### config.mk
export PLATFORM = sky130hd
export DESIGN_NAME = mmd_memory_map
export DESIGN_NICKNAME = d
export VERILOG_FILES = /design/src/design/mmd_pkg.sv /design/src/design/mmd_rom_decode.sv /design/src/design/mmd_memory_map.sv
export SDC_FILE = /design/constraint.sdc
export NUM_CORES = 1
export LEC_CHECK = 0
export ABC_AREA = 1
export BUFFER_PORTS_ARGS = -buffer_cell sky130_fd_sc_hd__buf_4
export CAP_MARGIN = 5
export CORE_MARGIN = 1
export CORE_UTILIZATION = 45
export CTS_CLUSTER_SIZE = 8
export DETAILED_ROUTE_END_ITERATION = 6
export PLACE_DENSITY = 0.82
export SETUP_SLACK_MARGIN = 0.3
export SYNTH_ARGS = -nofsm -noshare
export SYNTH_HDL_FRONTEND = slang
export SYNTH_HIERARCHICAL = 1
export SYNTH_SLANG_ARGS = --single-unit
### constraint.sdc
create_clock -name ref_clk -period 1.55 [get_ports ref_clk]
set_input_delay 0.0775 -clock ref_clk [delete_from_list [all_inputs] [get_ports ref_clk]]
set_output_delay 0.0775 -clock ref_clk [all_outputs]
set_load 0.01 [all_outputs]
### src/design/mmd_pkg.sv
// How it works
// - rom words 0 to $000F form the vector area with eight fixed entry points.
// - zero-page calls may target any rom word from 0 to $003F.
// - table move fetches an 8-bit pattern from rom words 0 to $0FFF.
// - the pattern goes to port 1/port 2 data registers or accumulator/B pair.
// - every implemented rom word, 0 to capacity minus one, is program memory.
// - program words are 10 bits wide, data digits are 4 bits wide.
// - data addresses 0 to $03F map onto hardware registers, not storage.
// - $000-$003 control bits, $004-$01F and $024-$03F special, $020-$023 flags.
// - control bits are reached only by bit set, clear and test operations.
// - bit set writes 1, bit clear writes 0, bit test reports the value.
// - $000 holds ext0 mask, ext0 request, stack clear, global enable.
// - $002 holds timer c mask, timer c request, timer b mask, timer b request.
// - $003 holds serial mask, serial request, adc mask, adc request.
// - some control bits accept only part of the set, clear and test operations.
// - bit set on a request flag or stack clear is ignored; no stack clear test.
package mmd_pkg;
  localparam int ROM_AW = 14;
  localparam int RAM_AW = 10;
  localparam int WORD_W = 10;
  localparam int DIGIT_W = 4;
  localparam logic [ROM_AW-1:0] VECTOR_TOP = 14'h000f;
  localparam logic [ROM_AW-1:0] ZPAGE_TOP = 14'h003f;
  localparam logic [ROM_AW-1:0] PATTERN_TOP = 14'h0fff;
  localparam logic [RAM_AW-1:0] REGAREA_TOP = 10'h03f;
  localparam logic [RAM_AW-1:0] CTRL_TOP = 10'h003;
  localparam logic [RAM_AW-1:0] FLAG_LO = 10'h020;
  localparam logic [RAM_AW-1:0] FLAG_HI = 10'h023;
  localparam logic [RAM_AW-1:0] IRQ_CTRL_EXT0_ENABLE = 10'h000;
  localparam logic [RAM_AW-1:0] IRQ_CTRL_TIMERS_B_C = 10'h002;
  localparam logic [RAM_AW-1:0] IRQ_CTRL_SERIAL_ADC = 10'h003;
  localparam logic [3:0] CTRL_RESET = 4'h0;
  // bit positions: mask 3, request 2, mask 1, request 0; in $000 bit 1 is stack clear, bit 0 global enable
  localparam int POS_MASK_HI = 3;
  localparam int POS_REQ_HI = 2;
  localparam int POS_MASK_LO = 1;
  localparam int POS_REQ_LO = 0;
  localparam int POS_SP_CLEAR = 1;
  localparam int POS_GIE = 0;
  typedef enum logic [2:0] {
    MMD_OP_NONE = 3'h0,
    MMD_OP_SET = 3'h1,
    MMD_OP_CLEAR = 3'h2,
    MMD_OP_TEST = 3'h3,
    MMD_OP_OTHER = 3'h4
  } mmd_bitop_t;
  typedef enum logic [1:0] {
    MMD_DEST_PORTS = 2'h0,
    MMD_DEST_ACC_B = 2'h1
  } mmd_dest_t;
endpackage

### src/design/mmd_rom_decode.sv
`timescale 1ns/1ns
module mmd_rom_decode #(
  parameter int CAPACITY = 16384
) (
  input wire logic [mmd_pkg::ROM_AW-1:0] romAddr,
  output logic inVector,
  output logic inZeroPage,
  output logic inPattern,
  output logic inProgram,
  output logic [2:0] vectorSlot
);
  // refuse capacities outside the smallest and largest rom
  if (CAPACITY < 1024 || CAPACITY > 16384) begin : g_cap_check
    $error("capacity out of range");
  end
  localparam logic [mmd_pkg::ROM_AW:0] CAP_W = (mmd_pkg::ROM_AW+1)'(CAPACITY);
  // window decode of one rom address
  assign inVector = romAddr <= mmd_pkg::VECTOR_TOP;
  assign inZeroPage = romAddr <= mmd_pkg::ZPAGE_TOP;
  assign inPattern = romAddr <= mmd_pkg::PATTERN_TOP && {1'b0, romAddr} < CAP_W;
  assign inProgram = {1'b0, romAddr} < CAP_W;
  assign vectorSlot = romAddr[3:1]; // two-word jumps, eight entries
endmodule

### src/design/mmd_memory_map.sv
`timescale 1ns/1ns
module mmd_memory_map #(
  parameter int CAPACITY = 16384
) (
  input wire logic ref_clk,
  input wire logic rst,
  // fetch side
  input wire logic [mmd_pkg::ROM_AW-1:0] romAddr,
  input wire logic fetchValid,
  input wire logic isZeroPageCall,
  input wire logic isTableMove,
  input wire logic tableDestAccB,
  input wire logic [mmd_pkg::WORD_W-1:0] romData,
  input wire logic [2:0] vectorCause,
  input wire logic vectorTake,
  output logic romFault,
  output logic vectorRegion,
  output logic [mmd_pkg::ROM_AW-1:0] vectorAddr,
  output logic [7:0] patternData,
  output logic patternToPorts,
  output logic patternToAccB,
  // data side
  input wire logic [mmd_pkg::RAM_AW-1:0] ramAddr,
  input wire logic [2:0] bitOp,
  input wire logic [1:0] bitSel,
  output logic selCtrl,
  output logic selSpecial,
  output logic selFlag,
  output logic selStorage,
  output logic testBit,
  output logic testValid,
  // event sources
  input wire logic ext0Event,
  input wire logic timerBEvent,
  input wire logic timerCEvent,
  input wire logic serialEvent,
  input wire logic adcEvent,
  output logic stackPointerClear,
  output logic irqRequest,
  output logic [3:0] ctrl0,
  output logic [3:0] ctrl2,
  output logic [3:0] ctrl3
);
  logic inVector;
  logic inZeroPage;
  logic inPattern;
  logic inProgram;
  logic regArea;
  logic isCtrl;
  logic setOp;
  logic clrOp;
  logic tstOp;
  logic [3:0] hit;
  logic [3:0] setMask;
  logic [3:0] clrMask;
  logic [3:0] ev0;
  logic [3:0] ev2;
  logic [3:0] ev3;
  logic [3:0] nibble;
  logic [3:0] allowSet;

  // the window decode only serves capacities from 1k to 16k words
  if (CAPACITY < 1024 || CAPACITY > 16384) begin : g_cap_check
    $error("capacity out of range");
  end

  ////////////////////////////////////////////////////////////////////////
  // rom windows
  mmd_rom_decode #(
    .CAPACITY(CAPACITY)
  ) u_rom (
    .romAddr(romAddr),
    .inVector(inVector),
    .inZeroPage(inZeroPage),
    .inPattern(inPattern),
    .inProgram(inProgram),
    .vectorSlot() // the entry is chosen by the cause, not read back here
  );

  // illegal fetch, call target or table address flagged
  // a fault pulse lets the core trap a stray fetch instead of running on
  always_ff @(posedge ref_clk) begin
    if (rst) begin
      romFault <= 1'b0;
      vectorRegion <= 1'b0;
    end else begin
      romFault <= fetchValid && (!inProgram ||
        (isZeroPageCall && !inZeroPage) ||
        (isTableMove && !inPattern));
      vectorRegion <= fetchValid && inVector;
    end
  end

  // one of eight fixed entries chosen by the cause
  always_ff @(posedge ref_clk) begin
    if (rst) begin
      vectorAddr <= '0; // reset entry
    end else if (vectorTake) begin
      vectorAddr <= {(mmd_pkg::ROM_AW-4)'(0), vectorCause, 1'b0};
    end
  end

  // 8-bit pattern from the low byte of a 10-bit word, routed to a pair
  always_ff @(posedge ref_clk) begin
    if (rst) begin
      patternData <= 8'h00;
      patternToPorts <= 1'b0;
      patternToAccB <= 1'b0;
    end else begin
      patternToPorts <= fetchValid && isTableMove && inPattern && !tableDestAccB;
      patternToAccB <= fetchValid && isTableMove && inPattern && tableDestAccB;
      if (fetchValid && isTableMove && inPattern) begin
        patternData <= romData[7:0];
      end
    end
  end

  ////////////////////////////////////////////////////////////////////////
  // data address decode
  // the four windows are exclusive and together cover the whole data space
  assign regArea = ramAddr <= mmd_pkg::REGAREA_TOP;
  assign isCtrl = ramAddr <= mmd_pkg::CTRL_TOP;
  assign selCtrl = isCtrl;
  assign selFlag = ramAddr >= mmd_pkg::FLAG_LO && ramAddr <= mmd_pkg::FLAG_HI;
  assign selSpecial = regArea && !isCtrl && !selFlag;
  assign selStorage = !regArea;

  // only bit operations reach control bits
  assign setOp = isCtrl && bitOp == 3'(mmd_pkg::MMD_OP_SET);
  assign clrOp = isCtrl && bitOp == 3'(mmd_pkg::MMD_OP_CLEAR);
  assign tstOp = isCtrl && bitOp == 3'(mmd_pkg::MMD_OP_TEST);
  // one-hot select of the addressed bit
  assign hit = 4'h1 << bitSel;
  // set allowed only on masks and global enable
  assign allowSet = ramAddr[1:0] == 2'h0 ? 4'h9 : 4'ha;
  assign setMask = setOp ? (hit & allowSet) : 4'h0;
  assign clrMask = clrOp ? hit : 4'h0;

  // hardware events set request flags; set wins over clear
  // an event meeting a software clear in one cycle leaves the flag set
  assign ev0 = {1'b0, ext0Event, 2'b00};
  assign ev2 = {1'b0, timerCEvent, 1'b0, timerBEvent};
  assign ev3 = {1'b0, serialEvent, 1'b0, adcEvent};

  // control nibble $000
  // the stack clear bit is never stored; it only acts as a strobe
  always_ff @(posedge ref_clk) begin
    if (rst) begin
      ctrl0 <= mmd_pkg::CTRL_RESET;
    end else if (ramAddr[1:0] == 2'h0) begin
      ctrl0 <= ((ctrl0 | setMask) & ~clrMask & 4'hd) | ev0;
    end else begin
      ctrl0 <= (ctrl0 & 4'hd) | ev0;
    end
  end

  // stack pointer clear is a one-cycle strobe from a bit clear
  always_ff @(posedge ref_clk) begin
    if (rst) begin
      stackPointerClear <= 1'b0;
    end else begin
      stackPointerClear <= ramAddr[1:0] == 2'h0 && clrMask[mmd_pkg::POS_SP_CLEAR];
    end
  end

  // control nibble $002
  always_ff @(posedge ref_clk) begin
    if (rst) begin
      ctrl2 <= mmd_pkg::CTRL_RESET;
    end else if (ramAddr[1:0] == 2'h2) begin
      ctrl2 <= ((ctrl2 | setMask) & ~clrMask) | ev2;
    end else begin
      ctrl2 <= ctrl2 | ev2;
    end
  end

  // control nibble $003
  always_ff @(posedge ref_clk) begin
    if (rst) begin
      ctrl3 <= mmd_pkg::CTRL_RESET;
    end else if (ramAddr[1:0] == 2'h3) begin
      ctrl3 <= ((ctrl3 | setMask) & ~clrMask) | ev3;
    end else begin
      ctrl3 <= ctrl3 | ev3;
    end
  end

  ////////////////////////////////////////////////////////////////////////
  // bit test read-back; address $001 is unused and reads zero
  always_comb begin
    case (ramAddr[1:0])
      2'h0: nibble = ctrl0 & 4'hd; // stack clear reads zero
      2'h2: nibble = ctrl2;
      2'h3: nibble = ctrl3;
      default: nibble = 4'h0;
    endcase
  end

  // test result and its strobe, one cycle after the test
  always_ff @(posedge ref_clk) begin
    if (rst) begin
      testBit <= 1'b0;
      testValid <= 1'b0;
    end else begin
      testValid <= tstOp;
      testBit <= tstOp && nibble[bitSel];
    end
  end

  // request toward the core
  // registered so the core sees one clean level per cycle
  always_ff @(posedge ref_clk) begin
    if (rst) begin
      irqRequest <= 1'b0;
    end else begin
      irqRequest <= ctrl0[mmd_pkg::POS_GIE] &&
        ((ctrl0[mmd_pkg::POS_REQ_HI] && !ctrl0[mmd_pkg::POS_MASK_HI]) ||
         (ctrl2[mmd_pkg::POS_REQ_HI] && !ctrl2[mmd_pkg::POS_MASK_HI]) ||
         (ctrl2[mmd_pkg::POS_REQ_LO] && !ctrl2[mmd_pkg::POS_MASK_LO]) ||
         (ctrl3[mmd_pkg::POS_REQ_HI] && !ctrl3[mmd_pkg::POS_MASK_HI]) ||
         (ctrl3[mmd_pkg::POS_REQ_LO] && !ctrl3[mmd_pkg::POS_MASK_LO]));
    end
  end
endmodule

* Yosys cells after proc, flatten, opt, wreduce, memory -nomap -nowiden
Cells that the tools add are included.
Widths: inputs -> output; s select.
** Word-level totals
- Register bits after elaboration :: 31
- Bits of input ports :: 54
- Output and inout bits :: 46
- Word-level logic and storage cells :: 89
** Cells by class
- $lt $le $gt $ge :: 8
- Eq/ne operators :: 5
- Shift-type cells :: 1
- Muxes and demuxes :: 9
- Bitwise logic cells :: 14
- Reduce and logical (&&, ||, !) cells :: 39
** Operators with widths (count)
- $or 4x3->4 :: 6
- $logic_and 1x1->1 :: 22
- $le 10x6->1 const B :: 2
- $mux 4 :: 5
- $and 4x4->4 :: 4
- $le 14x12->1 const B :: 1
- $le 14x4->1 const B :: 1
- $le 14x6->1 const B :: 1
- $or 4x4->4 :: 3
- $pmux 4 s3 :: 1
- $logic_not 1->1 :: 11
- $ge 10x6->1 const B :: 1
- $le 10x2->1 const B :: 1
- $eq 3x2->1 const B :: 2
- $logic_or 1x1->1 :: 5
- $eq 2x2->1 const B :: 2
- $not 4->4 :: 1
- $shl 1x2->4 const A :: 1
- $eq 3x1->1 const B :: 1
- $lt 2x3->1 const B :: 1
- $bmux 1 s2 :: 1
- $logic_not 2->1 :: 1
- $mux 2 :: 1
- $mux 1 :: 1

* Longest topological paths before layout
- Depth after elaboration :: 8
- Depth in mapped cells :: 9
- Mapped depth without buffers :: 8

* Cells and area by module
Netlist, hierarchy kept.
** By module, submodules not included
- mmd_memory_map :: times used 1, cells each 199, area an instance 1492.7 um^2, sequential area each 600.6 um^2
- mmd_rom_decode :: times used 1, cells each 14, area an instance 78.8 um^2, sequential area each 0.0 um^2

* Worst setup path after synthesis
No wires, ideal clock.
- Kind :: input to register
- Start point :: input port ramAddr[6] in the netlist's numbering
- End point :: register ctrl3[2]
- Library setup time :: 0.119 ns
- Data arrival time :: 0.847 ns
- Required time :: 1.431 ns
- Slack :: 0.584 ns
- Cell stages on the path :: 9
- Path buffers :: 1
- Cell sequence :: nor2_2 nand2_2 nor2_4 buf_6 nand3_4 nand2_1 nand2_1 nand2_1 a21oi_1
** On the way
- Longest elaborated chain between the ends :: 7
- Elaborated cells between the ends (all ways) :: 10
- Those cells by class :: 1 x order compare; 3 x mux; 4 x bitwise; 2 x reduce/logical
** RTL lines
- from (decl) :: line mmd_memory_map.sv:23 : input wire logic [mmd_pkg::RAM_AW-1:0] ramAddr,
- $le 10x2->1 * :: line mmd_memory_map.sv:122 : assign isCtrl = ramAddr <= mmd_pkg::CTRL_TOP;
- net selCtrl :: line mmd_memory_map.sv:26 : output logic selCtrl,
- $logic_and 1x1->1, on equally long branches :: line mmd_memory_map.sv:129, mmd_memory_map.sv:130
- $mux 4, on equally long branches :: line mmd_memory_map.sv:136, mmd_memory_map.sv:137
- $or 4x4->4 or $not 4->4 (tied branches) :: line mmd_memory_map.sv:182 : ctrl3 <= ((ctrl3 | setMask) & ~clrMask) | ev3;
- $and 4x4->4 * :: line mmd_memory_map.sv:182
- $or 4x3->4 * :: line mmd_memory_map.sv:182
- $mux 4 * :: line mmd_memory_map.sv:181 : end else if (ramAddr[1:0] == 2'h3) begin
- to (signal assigned) :: line mmd_memory_map.sv:180 : ctrl3 <= mmd_pkg::CTRL_RESET;
- to (signal assigned) :: line mmd_memory_map.sv:182
- to (signal assigned) :: line mmd_memory_map.sv:184 : ctrl3 <= ctrl3 | ev3;
- to (decl) :: line mmd_memory_map.sv:42 : output logic [3:0] ctrl3
Mark *: on every way through the listed nets, which the timed path passes. The rest lies on a longest branch.
A chain may end at the register's enable or synchronous reset.

==> flow_summary_export.csv <==
group,metric,value,unit
clock_network,cts_root_buf,"clkbuf_4",
critical_path,slowest_stage,"dlygate4sd3_1",
drt,num_vias,1646,
timing,grt_setup_unrepaired,"no",
clock_network,cts_hold_buf,9,
critical_path,critical_path.cell_chain,"dlygate4sd3_1 > buf_4 > inv_2 > nand2_1 > nor4_2 > nand3_1 > nor2_1",
finish,layout_commonest_cell,"buf_4",
floorplan,die_y,60.7,um
clock_network,cts.sink_count,30,
place,hpwl,2980,um
power,power_density,766,nW/um^2
finish,layout-drive-gt1-share,35.1,%
drt,drt-total-wl,3960,um
run_status,outcome,"finished clean",
place,io_buffers,81,
clock_network,clockBufferDepth,2,
drt,drc,0,
drt,first_iter_violations,67,
logic_synthesis,synthesis.area,1550,um^2
floorplan,io_pins,100,
clock_network,cts_setup_buffers,0,
critical_path,required,1820,ps
clock_network,cts_buffers,5,
finish,n_fill_cell,272,
drt,routedWlPerCell,11.5,um
floorplan,fp.dieW,60.7,um
timing,worst_pin_slew,553,ps
critical_path,slowest_delay,530,ps
power,leakage,0.00107,uW
critical_path,crit_family,"buffers and inverters",
power,ir_drop,0.000628,V
drt,drtPass1Iterations,4,
timing,hold_violations,0,
critical_path,arrival,1390,ps
global_routing,grt_pass1_wl,6300,um
timing,clock_skew,6.93,ps
place,routabilityCongestion,0.920,
critical_path,start_kind,"input port",
drt,routed_via_density,4.76,
global_routing,grt_antenna_before_repair,0,
timing,finalSetupViolations,0,
timing,final_max_slew_viol_count,0,
finish,syn2layout_area_growth,48.9,%
global_routing,grt_overflow_total,0,
clock_network,htreeDepth,2,
logic_synthesis,yosysWarnings,6,
timing,setup_ws,428,ps
critical_path,worstSetupEndpointType,"flip-flop",
drt,ant_nets,0,
logic_synthesis,syn_avg_cell_area,7.38,um^2
floorplan,core_area,3150,um^2
clock_network,clk_latency,320,ps
floorplan,die-area,3680,um^2
global_routing,grt_max_degree,20,
job,maxCapViolCount,0,
critical_path,crit_type,"input port to flip-flop",
finish,most-common-layout-cells,"83 x buf_4, 32 x inv_1, 30 x dfxtp_1",
finish,fin_nets,356,
critical_path,cp_num_buf_inv,3,
clock_network,cts_resized,0,
timing,period_share,72.4,%
global_routing,grt_pass1_vias,1511,
floorplan,rows,20,
clock_network,cts_tree,"built",
timing,slew_headroom,63.0,%
power,total_power,1770,uW
critical_path,crit_fanout,10,
global_routing,grtUsageTotal,22.7,%
floorplan,initial_core_util,49.1,%
timing,timing.fmax,891,MHz
place,pre_cts_ws,252,ps
logic_synthesis,netlist_instances,210,
timing,period_minus_slack,1120,ps
worst_hold_path,hold_class,"input port to flip-flop",
timing,finalSetupTns,0,ps
finish,antennaDiodeCount,0,
clock_network,clk_pin_slew_worst_paths,100,ps
flip-flops by register name (all words and copies together) (netlist names):
| name | flops |
|---|---|
| patternToPorts | 1 |
| vectorAddr | 3 |
| vectorRegion | 1 |
| stackPointerClear | 1 |
| ctrl2 | 4 |
| patternToAccB | 1 |
| testBit | 1 |
| romFault | 1 |
| testValid | 1 |
| irqRequest | 1 |
| ctrl0 | 3 |
| patternData | 8 |
| ctrl3 | 4 |
routing by layer:
layer  routed length, um  vias up  GRT usage [%]  part of all wire (%)
li1                    -      838              -                     -
met4                 118        0           11.0                   3.0
met3                 275       13           5.33                   6.9
met5                   0        -              0                     0
met2                2020       75           40.0                    51
met1                1550      720           25.7                    39
final cells by class:
type                       count  area [um^2]  share of cell area [%]
sequential                    30          601                    26.0
clock buffer                   6         51.3                    2.22
multi-input combinational    139          728                    31.6
tap                           44         55.1                    2.39
inverter                      34          128                    5.53
clock inverter                 1         30.0                    1.30
timing repair buffer          92          713                    30.9
power breakdown:
part | internal [uW] | switching, uW | leakage, uW
registers | 795 | 16.8 | 0.000245
clock network | 375 | 264 | 0.0000443
logic | 164 | 151 | 0.000784
metrics by stage:
step           hold WS (ps)  utilization (%)  instance area [um^2]  instances
6_report               29.4             73.1                  2310        346
4_1_cts                25.9             73.1                  2310        346
2_1_floorplan           157                -                  1590        221
3_3_place_gp            254             67.7                  2130        330
3_5_place_dp            254             67.7                  2130        330
5_1_grt                32.0             73.1                  2310        346
path summary, 6_finish.rpt:
| kind | startpoint | endpoint | slack (ps) | cells after the start |
|---|---|---|---|---|
| setup / recovery | rst | testBit | 430 | 7 |
| hold / removal | romData[1] | patternData[1] | 30 | 3 |
| setup reg to reg | ctrl3[1] | testBit | 580 | 4 |
| hold reg to reg | patternData[1] | patternData[1] | 450 | 2 |
worst min-delay path, cell delays in order:
cell and delay, ps:
buf_4 70, o21ai_0 70, a21oi_1 100
Note: power is estimated with default switching activity, not from simulation.
